File: src/fsw_cfg.svh
// Purpose: Constants of the fault shutdown watchdog: offsets, fields, resets, timing
// Assumes: 32-bit AXI4-Lite register bus, 40 MHz clock
// Notes: Definitions only
`ifndef FSW_CFG_SVH
`define FSW_CFG_SVH

// ****************************************************************
// Register byte offsets
// ****************************************************************
`define FSW_OFS_CTRL 8'h00
`define FSW_OFS_WD_TIMEOUT 8'h04
`define FSW_OFS_WD_FEED 8'h08
`define FSW_OFS_STATUS 8'h0c
`define FSW_OFS_GPO_TTL 8'h10
`define FSW_OFS_GPO_ISO 8'h14
`define FSW_OFS_GPI 8'h18
`define FSW_OFS_SAFE_TTL 8'h1c
`define FSW_OFS_SAFE_ISO 8'h20
`define FSW_OFS_IRQ_STAT 8'h24
`define FSW_OFS_IRQ_MASK 8'h28

// ****************************************************************
// Field positions
// ****************************************************************
`define FSW_CTRL_SHDN_EN 0
`define FSW_CTRL_ACT_LO 1
`define FSW_CTRL_ACT_HI 2
`define FSW_CTRL_ARM 3
`define FSW_ST_LOCKED 0
`define FSW_ST_WD_FLAG 1
`define FSW_ST_HALT_FLT 2
`define FSW_ST_HALT_LVL 3
`define FSW_ST_WD_EXP 4
`define FSW_IRQ_WD 0
`define FSW_IRQ_HALT 1
`define FSW_IRQ_W 2

// ****************************************************************
// Reset values and bus answers
// ****************************************************************
`define FSW_RST_CTRL 4'h0
`define FSW_RST_TIMEOUT 16'hfffe
`define FSW_RST_ZERO 32'h0000_0000
`define FSW_RESP_OKAY 2'b00
`define FSW_RESP_SLVERR 2'b10
`define FSW_TIMEOUT_MAX 16'hfffe

// ****************************************************************
// Timing
// ****************************************************************
`define FSW_TICK_MS 1
`define FSW_CLK_PERIOD_NS 25
`define FSW_NS_PER_MS 1000000

`endif

File: src/fsw_pkg.sv
// Purpose: Types shared by the fault shutdown watchdog files
// Assumes: Included constants from fsw_cfg.svh
// Notes: Types only
`default_nettype none
package fsw_pkg;

    // Watchdog expiry action
    typedef enum logic [1:0] {
        FSW_ACT_FLAG = 2'b00,
        FSW_ACT_TTL0 = 2'b01,
        FSW_ACT_SHDN = 2'b10
    } fsw_act_t;

    // Safe state of one TTL output
    typedef enum logic [1:0] {
        FSW_SAFE_LOW = 2'b00,
        FSW_SAFE_HIGH = 2'b01,
        FSW_SAFE_HIZ = 2'b10
    } fsw_safe_t;

    // Software control word
    typedef struct packed {
        logic arm;
        fsw_act_t act;
        logic shdn_en;
    } fsw_ctrl_t;

    // AXI4-Lite request side
    typedef struct packed {
        logic awvalid;
        logic [7:0] awaddr;
        logic wvalid;
        logic [31:0] wdata;
        logic [3:0] wstrb;
        logic bready;
        logic arvalid;
        logic [7:0] araddr;
        logic rready;
    } fsw_axi_req_t;

    // AXI4-Lite answer side
    typedef struct packed {
        logic awready;
        logic wready;
        logic bvalid;
        logic [1:0] bresp;
        logic arready;
        logic rvalid;
        logic [31:0] rdata;
        logic [1:0] rresp;
    } fsw_axi_rsp_t;

endpackage
`default_nettype wire

File: src/fsw_top.sv
// Purpose: Fault handling for an I/O board: halt line, watchdog, safe output states
// Assumes: AXI4-Lite register access, 40 MHz clock, inputs synchronous to clk_i
// Notes: A latched shutdown fault is left only through reset (power cycle)
`timescale 1ns/1ps
`default_nettype none
`include "fsw_cfg.svh"
module fsw_top #(
    parameter int N_TTL_OUT = 10,
    parameter int N_ISO_OUT = 4,
    parameter int N_TTL_IN = 2,
    parameter int N_ISO_IN = 13,
    parameter int CYC_PER_MS = (`FSW_TICK_MS * `FSW_NS_PER_MS) / `FSW_CLK_PERIOD_NS
) (
    input wire logic clk_i,
    input wire logic rstn_i,
    input wire fsw_pkg::fsw_axi_req_t axi_req_i,
    output fsw_pkg::fsw_axi_rsp_t axi_rsp_o,
    input wire logic [N_TTL_IN-1:0] ttl_in_i,
    input wire logic [N_ISO_IN-1:0] iso_in_i,
    input wire logic halt_line_i,
    output logic [N_TTL_OUT-1:0] ttl_out_o,
    output logic [N_TTL_OUT-1:0] ttl_oe_o,
    output logic [N_ISO_OUT-1:0] iso_out_o,
    output logic proc_halt_o,
    output logic irq_o
);
    import fsw_pkg::*;

    // ****************************************************************
    // Helpers
    // ****************************************************************

    // Byte-lane merge of a write into a register word
    function automatic logic [31:0] fsw_merge(input logic [31:0] old_v,
                                              input logic [31:0] new_v,
                                              input logic [3:0] strb);
        logic [31:0] res;
        res = old_v;
        for (int b = 0; b < 4; b++) begin
            if (strb[b]) begin
                res[b*8 +: 8] = new_v[b*8 +: 8];
            end
        end
        return res;
    endfunction

    // Address decode shared by read and write paths
    function automatic logic fsw_mapped(input logic [7:0] a);
        case (a)
            `FSW_OFS_CTRL, `FSW_OFS_WD_TIMEOUT, `FSW_OFS_WD_FEED, `FSW_OFS_STATUS,
            `FSW_OFS_GPO_TTL, `FSW_OFS_GPO_ISO, `FSW_OFS_GPI, `FSW_OFS_SAFE_TTL,
            `FSW_OFS_SAFE_ISO, `FSW_OFS_IRQ_STAT, `FSW_OFS_IRQ_MASK: return 1'b1;
            default: return 1'b0;
        endcase
    endfunction

    // ****************************************************************
    // Declarations
    // ****************************************************************
    fsw_ctrl_t ctrl;
    logic [15:0] wd_timeout;
    logic [N_TTL_OUT-1:0] gpo_ttl;
    logic [N_ISO_OUT-1:0] gpo_iso;
    logic [2*N_TTL_OUT-1:0] safe_ttl;
    logic [N_ISO_OUT-1:0] safe_iso;
    logic [`FSW_IRQ_W-1:0] irq_stat;
    logic [`FSW_IRQ_W-1:0] irq_mask;
    logic locked;
    logic halt_flt;
    logic wd_flag;
    logic wd_expired;
    logic wd_expired_d;
    logic wd_feed;
    logic halt_now;
    logic wd_shdn_now;
    logic [`FSW_IRQ_W-1:0] irq_set;
    logic aw_held, aw_rdy, w_rdy, ar_rdy;
    logic w_held, b_valid, r_valid;
    logic [1:0] b_resp, r_resp;
    logic [7:0] aw_addr;
    logic [31:0] w_data;
    logic [3:0] w_strb;
    logic wr_fire;
    logic [31:0] wr_old;
    logic [31:0] wr_val;
    logic [31:0] rd_word, r_data;
    logic [31:0] gpi_word;
    logic [31:0] status_word;

    // ****************************************************************
    // AXI4-Lite write channel
    // ****************************************************************
    // Accept address and data in either order, one write at a time
    assign aw_rdy = !aw_held && !b_valid;
    assign w_rdy = !w_held && !b_valid;
    assign wr_fire = aw_held && w_held && !b_valid;

    // Hold write address
    always_ff @(posedge clk_i) begin
        if (!rstn_i) begin
            aw_held <= 1'b0;
            aw_addr <= 8'h00;
        end else if (axi_req_i.awvalid && aw_rdy) begin
            aw_held <= 1'b1;
            aw_addr <= {axi_req_i.awaddr[7:2], 2'b00};
        end else if (wr_fire) begin
            aw_held <= 1'b0;
        end
    end

    // Hold write data and strobes
    always_ff @(posedge clk_i) begin
        if (!rstn_i) begin
            w_held <= 1'b0;
            w_data <= `FSW_RST_ZERO;
            w_strb <= 4'h0;
        end else if (axi_req_i.wvalid && w_rdy) begin
            w_held <= 1'b1;
            w_data <= axi_req_i.wdata;
            w_strb <= axi_req_i.wstrb;
        end else if (wr_fire) begin
            w_held <= 1'b0;
        end
    end

    // Write response, error on unmapped or read-only offsets
    always_ff @(posedge clk_i) begin
        if (!rstn_i) begin
            b_valid <= 1'b0;
            b_resp <= `FSW_RESP_OKAY;
        end else if (wr_fire) begin
            b_valid <= 1'b1;
            b_resp <= (fsw_mapped(aw_addr) && aw_addr != `FSW_OFS_STATUS &&
                       aw_addr != `FSW_OFS_GPI) ? `FSW_RESP_OKAY : `FSW_RESP_SLVERR;
        end else if (axi_req_i.bready) begin
            b_valid <= 1'b0;
        end
    end

    // Current word of the target register for byte merging
    always_comb begin
        wr_old = `FSW_RST_ZERO;
        case (aw_addr)
            `FSW_OFS_CTRL: wr_old = 32'(ctrl);
            `FSW_OFS_WD_TIMEOUT: wr_old = 32'(wd_timeout);
            `FSW_OFS_GPO_TTL: wr_old = 32'(gpo_ttl);
            `FSW_OFS_GPO_ISO: wr_old = 32'(gpo_iso);
            `FSW_OFS_SAFE_TTL: wr_old = 32'(safe_ttl);
            `FSW_OFS_SAFE_ISO: wr_old = 32'(safe_iso);
            `FSW_OFS_IRQ_MASK: wr_old = 32'(irq_mask);
            default: wr_old = `FSW_RST_ZERO;
        endcase
    end
    assign wr_val = fsw_merge(wr_old, w_data, w_strb);
    assign wd_feed = wr_fire && aw_addr == `FSW_OFS_WD_FEED;

    // ****************************************************************
    // Software registers
    // ****************************************************************

    // Control word; shutdown enable cannot be dropped once locked
    always_ff @(posedge clk_i) begin
        if (!rstn_i) begin
            ctrl <= fsw_ctrl_t'(`FSW_RST_CTRL);
        end else if (wr_fire && aw_addr == `FSW_OFS_CTRL) begin
            ctrl.arm <= wr_val[`FSW_CTRL_ARM];
            ctrl.act <= fsw_act_t'(wr_val[`FSW_CTRL_ACT_HI:`FSW_CTRL_ACT_LO]);
            ctrl.shdn_en <= wr_val[`FSW_CTRL_SHDN_EN] | locked;
        end
    end

    // Timeout, clamped to 1..65534 ms
    always_ff @(posedge clk_i) begin
        if (!rstn_i) begin
            wd_timeout <= `FSW_RST_TIMEOUT;
        end else if (wr_fire && aw_addr == `FSW_OFS_WD_TIMEOUT) begin
            if (wr_val[15:0] > `FSW_TIMEOUT_MAX) begin
                wd_timeout <= `FSW_TIMEOUT_MAX;
            end else if (wr_val[15:0] == 16'h0000) begin
                wd_timeout <= 16'h0001;
            end else begin
                wd_timeout <= wr_val[15:0];
            end
        end
    end

    // General outputs, changed only by software writes
    always_ff @(posedge clk_i) begin
        if (!rstn_i) begin
            gpo_ttl <= '0;
            gpo_iso <= '0;
        end else if (wr_fire && aw_addr == `FSW_OFS_GPO_TTL) begin
            gpo_ttl <= wr_val[N_TTL_OUT-1:0];
        end else if (wr_fire && aw_addr == `FSW_OFS_GPO_ISO) begin
            gpo_iso <= wr_val[N_ISO_OUT-1:0];
        end
    end

    // Safe state configuration
    always_ff @(posedge clk_i) begin
        if (!rstn_i) begin
            safe_ttl <= '0;
            safe_iso <= '0;
        end else if (wr_fire && aw_addr == `FSW_OFS_SAFE_TTL) begin
            safe_ttl <= wr_val[2*N_TTL_OUT-1:0];
        end else if (wr_fire && aw_addr == `FSW_OFS_SAFE_ISO) begin
            safe_iso <= wr_val[N_ISO_OUT-1:0];
        end
    end

    // Interrupt mask
    always_ff @(posedge clk_i) begin
        if (!rstn_i) begin
            irq_mask <= '0;
        end else if (wr_fire && aw_addr == `FSW_OFS_IRQ_MASK) begin
            irq_mask <= wr_val[`FSW_IRQ_W-1:0];
        end
    end

    // ****************************************************************
    // Watchdog and fault detection
    // ****************************************************************
    fsw_wdog_timer #(
        .CYC_PER_MS(CYC_PER_MS),
        .CNT_W(16)
    ) u_wdog (
        .clk_i(clk_i),
        .rstn_i(rstn_i),
        .arm_i(ctrl.arm),
        .feed_i(wd_feed),
        .timeout_i(wd_timeout),
        .expired_o(wd_expired)
    );

    // Fault events: halt line off while enabled, expiry in shutdown action
    assign halt_now = ctrl.shdn_en && !halt_line_i;
    assign wd_shdn_now = ctrl.shdn_en && wd_expired && ctrl.act == FSW_ACT_SHDN;

    // Sticky fault state, left only by reset
    always_ff @(posedge clk_i) begin
        if (!rstn_i) begin
            locked <= 1'b0;
            halt_flt <= 1'b0;
        end else begin
            if (halt_now || wd_shdn_now) begin
                locked <= 1'b1;
            end
            if (halt_now) begin
                halt_flt <= 1'b1;
            end
        end
    end

    // Expiry flag, visible in flag action, cleared by disarm inside the timer
    assign wd_flag = wd_expired && ctrl.act == FSW_ACT_FLAG;

    // ****************************************************************
    // Interrupts
    // ****************************************************************
    always_ff @(posedge clk_i) begin
        if (!rstn_i) begin
            wd_expired_d <= 1'b0;
        end else begin
            wd_expired_d <= wd_expired;
        end
    end
    assign irq_set = {halt_now && !halt_flt, wd_expired && !wd_expired_d};

    // Sticky status, write one clears, set wins
    always_ff @(posedge clk_i) begin
        if (!rstn_i) begin
            irq_stat <= '0;
        end else if (wr_fire && aw_addr == `FSW_OFS_IRQ_STAT) begin
            irq_stat <= (irq_stat & ~wr_val[`FSW_IRQ_W-1:0]) | irq_set;
        end else begin
            irq_stat <= irq_stat | irq_set;
        end
    end
    assign irq_o = |(irq_stat & irq_mask);

    // ****************************************************************
    // Output drive
    // ****************************************************************

    // Safe states when locked, else software levels and watchdog line
    always_ff @(posedge clk_i) begin
        if (!rstn_i) begin
            ttl_out_o <= '0;
            ttl_oe_o <= '1;
            iso_out_o <= '0;
        end else if (locked) begin
            for (int i = 0; i < N_TTL_OUT; i++) begin
                ttl_out_o[i] <= (fsw_safe_t'(safe_ttl[2*i +: 2]) == FSW_SAFE_HIGH);
                ttl_oe_o[i] <= (fsw_safe_t'(safe_ttl[2*i +: 2]) != FSW_SAFE_HIZ);
            end
            iso_out_o <= safe_iso;
        end else begin
            ttl_out_o <= gpo_ttl;
            ttl_oe_o <= '1;
            iso_out_o <= gpo_iso;
            if (ctrl.act == FSW_ACT_TTL0 && ctrl.arm) begin
                ttl_out_o[0] <= wd_expired;
            end
        end
    end

    // Processing stop on external halt
    always_ff @(posedge clk_i) begin
        if (!rstn_i) begin
            proc_halt_o <= 1'b0;
        end else begin
            proc_halt_o <= halt_flt;
        end
    end

    // ****************************************************************
    // AXI4-Lite read channel
    // ****************************************************************
    // General inputs are plain level samples
    assign gpi_word = 32'({halt_line_i, iso_in_i, ttl_in_i});
    assign status_word = 32'({wd_expired, !halt_line_i, halt_flt, wd_flag, locked});

    // Read word selection
    always_comb begin
        rd_word = `FSW_RST_ZERO;
        case (axi_req_i.araddr & 8'hfc)
            `FSW_OFS_CTRL: rd_word = 32'(ctrl);
            `FSW_OFS_WD_TIMEOUT: rd_word = 32'(wd_timeout);
            `FSW_OFS_STATUS: rd_word = status_word;
            `FSW_OFS_GPO_TTL: rd_word = 32'(gpo_ttl);
            `FSW_OFS_GPO_ISO: rd_word = 32'(gpo_iso);
            `FSW_OFS_GPI: rd_word = gpi_word;
            `FSW_OFS_SAFE_TTL: rd_word = 32'(safe_ttl);
            `FSW_OFS_SAFE_ISO: rd_word = 32'(safe_iso);
            `FSW_OFS_IRQ_STAT: rd_word = 32'(irq_stat);
            `FSW_OFS_IRQ_MASK: rd_word = 32'(irq_mask);
            default: rd_word = `FSW_RST_ZERO;
        endcase
    end

    // One read at a time, data from a register; answers gathered onto the port
    assign ar_rdy = !r_valid;
    assign axi_rsp_o = {aw_rdy, w_rdy, b_valid, b_resp, ar_rdy, r_valid, r_data, r_resp};
    always_ff @(posedge clk_i) begin
        if (!rstn_i) begin
            r_valid <= 1'b0;
            r_data <= `FSW_RST_ZERO;
            r_resp <= `FSW_RESP_OKAY;
        end else if (axi_req_i.arvalid && ar_rdy) begin
            r_valid <= 1'b1;
            r_data <= rd_word;
            r_resp <= fsw_mapped(axi_req_i.araddr & 8'hfc) ?
                      `FSW_RESP_OKAY : `FSW_RESP_SLVERR;
        end else if (axi_req_i.rready) begin
            r_valid <= 1'b0;
        end
    end

endmodule // fsw_top
`default_nettype wire

File: src/fsw_wdog_timer.sv
// Purpose: Millisecond watchdog counter with sticky expiry
// Assumes: Synchronous active-low reset, one clock
// Notes: Expiry holds until disarm
`timescale 1ns/1ps
`default_nettype none
`include "fsw_cfg.svh"
module fsw_wdog_timer #(
    parameter int CYC_PER_MS = 40000,
    parameter int CNT_W = 16
) (
    input wire logic clk_i,
    input wire logic rstn_i,
    input wire logic arm_i,
    input wire logic feed_i,
    input wire logic [CNT_W-1:0] timeout_i,
    output logic expired_o
);
    import fsw_pkg::*;

    logic [31:0] pre;
    logic [CNT_W-1:0] ms_cnt;
    logic tick;

    // Millisecond tick prescaler, restarted by arm or feed
    assign tick = (pre == 32'(CYC_PER_MS - 1));
    always_ff @(posedge clk_i) begin
        if (!rstn_i || !arm_i || feed_i || tick) begin
            pre <= 32'h0000_0000;
        end else begin
            pre <= pre + 32'h0000_0001;
        end
    end

    // Millisecond count, feed reloads to zero
    always_ff @(posedge clk_i) begin
        if (!rstn_i || !arm_i || feed_i) begin
            ms_cnt <= '0;
        end else if (tick && !expired_o) begin
            ms_cnt <= ms_cnt + CNT_W'(1);
        end
    end

    // Sticky expiry, cleared only by disarm
    always_ff @(posedge clk_i) begin
        if (!rstn_i || !arm_i) begin
            expired_o <= 1'b0;
        end else if (ms_cnt >= timeout_i) begin
            expired_o <= 1'b1;
        end
    end

endmodule // fsw_wdog_timer
`default_nettype wire

File: config.mk
export PLATFORM = sky130hd
export DESIGN_NAME = fsw_top
export DESIGN_NICKNAME = d
export VERILOG_FILES = /design/src/fsw_pkg.sv /design/src/fsw_top.sv /design/src/fsw_wdog_timer.sv
export VERILOG_INCLUDE_DIRS = /design/src
export SDC_FILE = /design/constraint.sdc
export NUM_CORES = 1
export LEC_CHECK = 0
export BUFFER_PORTS_ARGS = -buffer_cell sky130_fd_sc_hd__clkbuf_2
export CAP_MARGIN = 20
export CORE_ASPECT_RATIO = 1.5
export CORE_MARGIN = 2
export CORE_UTILIZATION = 30
export DETAILED_ROUTE_END_ITERATION = 6
export HOLD_SLACK_MARGIN = 0.08
export PLACE_DENSITY_LB_ADDON = 0.1
export SLEW_MARGIN = 25
export SYNTH_ARGS = -nofsm -noshare
export SYNTH_HDL_FRONTEND = slang
export SYNTH_SLANG_ARGS = --single-unit
File: constraint.sdc
create_clock -name clk_i -period 3 [get_ports clk_i]
set_input_delay 0.15 -clock clk_i [delete_from_list [all_inputs] [get_ports clk_i]]
set_output_delay 0.15 -clock clk_i [all_outputs]
set_load 0.01 [all_outputs]
==> results.md, run 1 <==
- NumNets Final: 1344
- Area grow syn2layout: 20.3%
- Initial antenna violation count: 0
- CTS tree: yes
- DIE AREA: approximately 0.033 mm^2
- Least-Margin Pin Slew: 753 ps
- Post-route clock skew: 12.6 ps
- Routed len/inst: 17.5 um
- Clock power share: 0.412
- Async set-reset flop share out of synthesis: 0
- Most used DFF post-synth: dfxtp_1
- CTS Sinks: 194
- Required @ worst endpoint: 3330 ps
- CP Max Fanout: 10
- Initial Util: 0.306
- Crit-path cells: nor4b_4 -> and2_1 -> buf_4 -> a21oi_1 -> a2bb2oi_1 -> or4b_1 -> o311ai_1 -> nand2_1
- Setup TNS: 0 ps
- Post-layout util: 0.367
- CP Launch Type: flop
- First-pass GRT wire length: roughly 46000 um
- Mapped cell area: ~0.0095 mm^2
- Unrepaired setup endpoints after global routing: no
- Internal: 0.00405 W
- EDFF count, synth: 0
- Most common cell after layout, fill and taps aside: dfxtp_1
- Seq/Total Area, Yosys: 0.408
- Seq. cell area: 0.00388 mm^2
- Port bufs: 110
- GRT Overall Usage: 0.179
- Clock Tree Root: clkbuf_16
- Peak Freq: between 0.3 and 0.4 GHz
- Min Clock Period, post-route: 2810 ps
- Vias per inst: between 4 and 5
- Critical path class: flop to flop
- Grt met2 use: 0.323
- Final setup fails: 0
- Diode count: 0
- PD cells: 476 mW/mm^2
- Total Wirelength: 29200 um
- Most frequent cells in the layout: dfxtp_1 (194), nand2_1 (183), clkbuf_2 (109), nor2_1 (64), a21boi_0 (56)
- Combinational share of power: 0.100
- Multi-input logic area: between 0.005 and 0.006 mm^2
- Site Rows: 79
- Sequential group share of total power: 0.489
- Met3 Usage GRT: 0.0348
- Number of global-route vias before repair: 8055
- Max-cap violations: 0
- Status: finished clean
- Vias: roughly 8200
- Share of layout cells above drive strength 1: 0.157
- Post-CTS Setup Bufs: 0
- GR peak layer: met2
- Post-route ant nets: 0
- I/O pin cnt: ~140
- DP HPWL: 22300 um
- Slew HR: 0.496
- Syn Inst Count: ~1100
- Worst Hold Class: input pin to flop
- Die X: 149 um
- CTS clock-pin slew for the worst setup and hold paths: 70 ps
- Synth Area per Inst: 8.50 um^2
- Synth warn: 0
- Met1 Usage GRT: 0.207
- Unique masters post-synth: 67
- Sw Share: 0.257
- Num CTS Buffers: 17
- Critical Path AT: 3140 ps
- Iter 0 DRT Violations: 382
- Filler cells: 3254
- Core footprint: 0.0311 mm^2
- DRC Markers: 0
- P_leak: between 4 and 5 nW
- Max incr delay on CP: approximately 680 ps
- Worst setup EP type: flop
- Final hold vios: 0
- Die Ht: roughly 220 um
- Largest net degree at the start of global routing: 56
- Worst vdd ir: 0.415 mV
- Clk_lat worst skew: 460 ps
- Seq cells post-synth: 194
- Post-cts resize count: 0
- Critical path's slowest cell: nor4b_4
- CTS H-tree lvls: 4
- Max Buffers Root-to-Sink: 2
- Drt pass-1 iters: 4
- Final Slew Violations: 0
- Final Cycle Share: 0.937
- Placer congestion estimate: 0.817
- Switching pwr: 0.00140 W
- Grt ovf: 0
timing repair:
item / 4_1_cts / 5_1_grt
setup endpoints to repair: 0 / 0
hold buffers: 35 / 0
endpoints found under the hold margin: 36 / 0
synthesized netlist by cell type (6+ instances only):
library cell    n  area, um^2
dfxtp_1       194        3880
nand2_1       184         691
nor2_1         64         240
a21boi_0       56         420
clkbuf_1       49         184
nand3_1        43         215
and2_1         41         257
mux2i_1        41         410
inv_1          39         146
o21ai_0        36         180
nor2b_1        29         181
o211ai_1       25         188
a21oi_1        24         120
xor2_1         21         184
and3_1         19         119
buf_4          19         143
nand3b_1       19         143
ha_1           18         225
xnor2_1        17         149
nor3_1         14        70.1
o211a_1        13         130
o22ai_1        13        81.3
a22oi_1        12        90.1
nand4_1        11        68.8
nand2b_1        9        56.3
buf_2           8        40.0
or3_1           8        50.1
a21o_1          7        52.6
buf_1           7        26.3
nor4_1          6        37.5
logic make-up (layout without fill, tap and decap cells):
logic type                 Yosys count  count (layout)  share of synthesized area
adders and majority gates           18              18                     0.0237
buffers and inverters              125             257                     0.0595
xor gates and xnor gates            38              38                     0.0350
DFF                                194             194                      0.408
and+or+nand+nor                    465             465                      0.243
muxes                               49              49                     0.0573
AOI/OAI and AO/OA                  229             229                      0.173
other                                1              14                   0.000394
flip-flops by register name, indices dropped and copies added, names as in the netlist, 2 cells and up:
register / count
irq_mask: 2
wd_timeout: 16
u_wdog.pre: 32
aw_addr: 6
ttl_oe_o: 10
safe_iso: 4
u_wdog.ms_cnt: 16
ctrl: 4
irq_stat: 2
w_data: 20
ttl_out_o: 10
gpo_iso: 4
gpo_ttl: 10
safe_ttl: 20
w_strb: 3
r_data: 20
iso_out_o: 4
area by class of cell:
cell class / instances / area share
sequential: 194 / 0.339
clock inverter: 10 / 0.00886
clock buffer: 22 / 0.0406
multi-input combinational: 813 / 0.447
tap: 405 / 0.0443
inverter: 40 / 0.0131
timing repair buffer: 185 / 0.106
worst max-delay path, delay by kind of cell, from the launching register on:
| kind | cells | cell delay [ps] |
|---|---|---|
| flip-flops | 1 | 380 |
| AND/OR/NAND/NOR | 4 | 1550 |
| buffers and inverters | 1 | 180 |
| AO/OA/AOI/OAI | 3 | 570 |
worst paths after layout:
path / startpoint / endpoint / slack [ps] / cells after the start
min: halt_line_i / locked$_SDFFE_PN0P_ / 140 / 4
max reg2reg: aw_addr[5]$_SDFFE_PN0P_ / wd_timeout[0]$_SDFFE_PN0P_ / 190 / 8
max: aw_addr[5]$_SDFFE_PN0P_ / wd_timeout[0]$_SDFFE_PN0P_ / 190 / 8
min reg2reg: u_wdog.pre[0]$_SDFF_PP0_ / u_wdog.pre[0]$_SDFF_PP0_ / 450 / 1
layer usage:
| layer | part of all wire | wire [um] | vias up |
|---|---|---|---|
| met1 | 0.43 | 12500 | 3837 |
| met5 | 0 | 0 | - |
| met2 | 0.52 | 15100 | 141 |
| met4 | 0.029 | 855 | 0 |
| li1 | - | - | 4140 |
| met3 | 0.028 | 827 | 39 |
power by group through the flow:
stage	Clock, W	Sequential [W]	Combinational (W)
after detailed placement	0	0.00272	0.000510
after global placement	0	0.00272	0.000509
after floorplan	0	0.00271	0.000326
after global routing	0.00243	0.00267	0.000594
final	0.00224	0.00266	0.000543
after CTS	0.00233	0.00266	0.000549
stage by stage:
stage | worst slack, ps | power (W) | cells | area (um^2) | hold WS [ps]
6_report | 189 | 0.00545 | 1669 | 11400 | 140
5_1_grt | 24.4 | 0.00569 | 1669 | 11400 | 154
4_1_cts | 188 | 0.00554 | 1669 | 11400 | 128
3_5_place_dp | 199 | 0.00323 | 1602 | 10500 | 396
3_3_place_gp | 210 | 0.00323 | 1602 | 10500 | 388
2_1_floorplan | 647 | 0.00304 | 1132 | 9560 | 288
No activity file was read; power rests on OpenSTA's default activity.
==> inputs of run 2 (changes only) <==
--- a/config.mk
+++ b/config.mk
@@ -13,7 +13,8 @@
 export CORE_UTILIZATION = 30
 export DETAILED_ROUTE_END_ITERATION = 6
 export HOLD_SLACK_MARGIN = 0.08
-export PLACE_DENSITY_LB_ADDON = 0.1
+export PLACE_DENSITY = 0.53
+export SETUP_SLACK_MARGIN = 0.1
 export SLEW_MARGIN = 25
 export SYNTH_ARGS = -nofsm -noshare
 export SYNTH_HDL_FRONTEND = slang
==> constraint.sdc (replaced) <==
create_clock -name clk_i -period 3 [get_ports clk_i]
set_input_delay 0.6 -clock clk_i [delete_from_list [all_inputs] [get_ports clk_i]]
set_output_delay 0.6 -clock clk_i [all_outputs]
set_load 0.01 [all_outputs]
==> run 2 against run 1 <==
Against the previous run:
- routed wire length fell by 5.4%
- clock-buffer cell count fell by 3
- largest power group unchanged
- sequential share of layout area rose by 1.1 points
- critical endpoint unchanged
- critical path type unchanged
==> results.md, run 2 (synthesized netlist as in run 1, its figures left out) <==
- R2R Setup Slk: 200 ps (was 190 ps)
- Clock power share: 0.411 (was 0.412)
- CP Launch Type: flop (unchanged)
- Area grow syn2layout: 16.6% (was 20.3%)
- CTS tree: yes (unchanged)
- Final Cycle Share: 0.933 (was 0.937)
- Slew HR: 0.521 (was 0.496)
- Max incr delay on CP: 680 ps (about the same)
- GR peak layer: met2 (unchanged)
- Final Slew Violations: 0 (unchanged)
- WHS Endpoint: w_data[19]$_SDFFE_PN0P_ (was locked$_SDFFE_PN0P_)
- Clock Tree Root: clkbuf_16 (unchanged)
- Critical path's slowest cell: nor4b_4 (unchanged)
- Peak Freq: 0.357 GHz (was 0.356 GHz)
- Max Buffers Root-to-Sink: 2 (unchanged)
- Internal: 0.00401 W (was 0.00405 W)
- Final Total Pwr: 0.00538 W (was 0.00545 W)
- Grt ovf: 0 (unchanged)
- Buf/Inv on CP: 0 (was 1)
- Site Rows: 79 (unchanged)
- Die Ht: 222 um (unchanged)
- Switching pwr: 0.00137 W (was 0.00140 W)
- First-pass GRT wire length: 42900 um (was 45600 um)
- Filler cells: 3273 (was 3254)
- RR Endpoint: wd_timeout[0]$_SDFFE_PN0P_ (unchanged)
- Worst hold path depth: 3 (was 4)
- Final Hold Slack: 378 ps (was 140 ps)
- Iter 0 DRT Violations: 423 (was 382)
- Most frequent cells in the layout: dfxtp_1 (194), nand2_1 (184), clkbuf_2 (109), nor2_1 (64), a21boi_0 (56) (was dfxtp_1 (194), nand2_1 (183), clkbuf_2 (109), nor2_1 (64), a21boi_0 (56))
- Clk_lat worst skew: 450 ps (was 460 ps)
- CTS Sinks: 194 (unchanged)
- CTS H-tree lvls: 4 (unchanged)
- Post-cts resize count: 0 (unchanged)
- Initial antenna violation count: 0 (unchanged)
- Worst Hold Class: input pin to flop (unchanged)
- GRT Overall Usage: 0.167 (was 0.179)
- PD cells: 485 mW/mm^2 (was 476 mW/mm^2)
- Largest net degree at the start of global routing: 56 (unchanged)
- Vias: 8145 (was 8157)
- CTS clock-pin slew for the worst setup and hold paths: 70 ps (about the same)
- Initial Util: 0.306 (unchanged)
- P_leak: 4.42 nW (was 4.56 nW)
- Min Clock Period, post-route: 2800 ps (was 2810 ps)
- Diode count: 0 (unchanged)
- Met3 Usage GRT: 0.0284 (was 0.0348)
- Die X: 149 um (unchanged)
- CP Max Fanout: 10 (unchanged)
- Post-layout util: 0.356 (was 0.367)
- R2R Path Start: aw_addr[7]$_SDFFE_PN0P_ (was aw_addr[5]$_SDFFE_PN0P_)
- Max-cap violations: 0 (unchanged)
- Sw Share: 0.255 (was 0.257)
- Drt pass-1 iters: 5 (was 4)
- Unrepaired setup endpoints after global routing: no (unchanged)
- Worst vdd ir: 0.305 mV (was 0.415 mV)
- Total Wirelength: 27600 um (was 29200 um)
- Vias per inst: 4.98 (was 4.89)
- DP HPWL: 21100 um (was 22300 um)
- Num CTS Buffers: 17 (unchanged)
- Critical Path AT: 3130 ps (was 3140 ps)
- Cell depth of the worst setup path: 7 (was 8)
- Grt met2 use: 0.303 (was 0.323)
- Port bufs: 110 (unchanged)
- Most common cell after layout, fill and taps aside: dfxtp_1 (unchanged)
- Worst setup EP type: flop (unchanged)
- Met1 Usage GRT: 0.186 (was 0.207)
- Sequential group share of total power: 0.495 (was 0.489)
- Placer congestion estimate: 0.992 (was 0.817)
- DRC Markers: 0 (unchanged)
- Core footprint: 0.0311 mm^2 (unchanged)
- Setup TNS: 0 ps (unchanged)
- Crit-path cells: nor4b_4 -> and2_1 -> a222oi_1 -> mux2_2 -> or4b_1 -> o311ai_1 -> nand2_1 (was nor4b_4 -> and2_1 -> buf_4 -> a21oi_1 -> a2bb2oi_1 -> or4b_1 -> o311ai_1 -> nand2_1)
- CP delay by family, top: simple AND/OR/NAND/NOR gates (unchanged)
- Status: finished clean (unchanged)
- Post-route clock skew: 10.9 ps (was 12.6 ps)
- Number of global-route vias before repair: 7949 (was 8055)
- Critical path class: flop to flop (unchanged)
- Least-Margin Pin Slew: 719 ps (was 753 ps)
- Final hold vios: 0 (unchanged)
- Share of layout cells above drive strength 1: 0.163 (was 0.157)
- Worst Hold Launch: axi_req_i[34] (was halt_line_i)
- Routed len/inst: 16.9 um (was 17.5 um)
- Seq. cell area: 0.00388 mm^2 (unchanged)
- Number of flip-flops in the largest register: 32 (unchanged)
- Multi-input logic area: 0.00511 mm^2 (was 0.00512 mm^2)
- Worst R2R Path Depth: 7 (was 8)
- Combinational share of power: 0.094 (was 0.100)
- Post-CTS Setup Bufs: 0 (unchanged)
- NumNets Final: 1312 (was 1344)
- Final setup fails: 0 (unchanged)
- Post-route ant nets: 0 (unchanged)
- I/O pin cnt: 142 (unchanged)
- CTS Hold Bufs: 0 (was 35)
- Required @ worst endpoint: 3330 ps (about the same)
- Largest Register: u_wdog.pre (unchanged)
- DIE AREA: 0.0332 mm^2 (unchanged)
## run 2: metal layers
layer,routed length (um),up-vias
met2,14200,181
met5,0,-
met4,1010,0
met3,957,51
met1,11400,3851
li1,-,4062
## run 2: worst min-delay path, stage by stage
cell,delay (ps)
clkbuf_2,80
nand2_1,40
a21boi_0,60
## run 2: power groups by stage
stage / clock network (W) / registers, W / logic (W)
4_1_cts: 0.00229 / 0.00266 / 0.000510
5_1_grt: 0.00237 / 0.00267 / 0.000550
6_report: 0.00221 / 0.00266 / 0.000505
3_5_place_dp: 0 / 0.00272 / 0.000508
2_1_floorplan: 0 / 0.00271 / 0.000326
3_3_place_gp: 0 / 0.00272 / 0.000507
## run 2: area by class of cell
class,instances,area share
clock inverter,11,0.00981
clock buffer,19,0.0408
timing repair buffer,153,0.0790
sequential,194,0.350
tap,405,0.0457
inverter,40,0.0135
multi-input combinational,813,0.461
## run 2: how the worst max path moves through the flow
stage / from / endpoint / slack [ps]
floorplan: aw_addr[4]$_SDFFE_PN0P_ / wd_timeout[0]$_SDFFE_PN0P_ / 650
global placement: aw_addr[5]$_SDFFE_PN0P_ / wd_timeout[0]$_SDFFE_PN0P_ / 170
detailed placement: aw_addr[5]$_SDFFE_PN0P_ / wd_timeout[0]$_SDFFE_PN0P_ / 190
CTS: aw_addr[5]$_SDFFE_PN0P_ / wd_timeout[0]$_SDFFE_PN0P_ / 180
global route: aw_addr[7]$_SDFFE_PN0P_ / wd_timeout[0]$_SDFFE_PN0P_ / 110
finish: aw_addr[7]$_SDFFE_PN0P_ / wd_timeout[0]$_SDFFE_PN0P_ / 200
## run 2: metrics by stage
| step | worst slack (ps) | instance area [um^2] | std cells |
|---|---|---|---|
| finish | 202 | 11100 | 1635 |
| CTS | 178 | 11100 | 1635 |
| detailed placement | 189 | 10500 | 1605 |
| global route | 114 | 11100 | 1635 |
| floorplan | 647 | 9560 | 1132 |
| global placement | 170 | 10500 | 1605 |
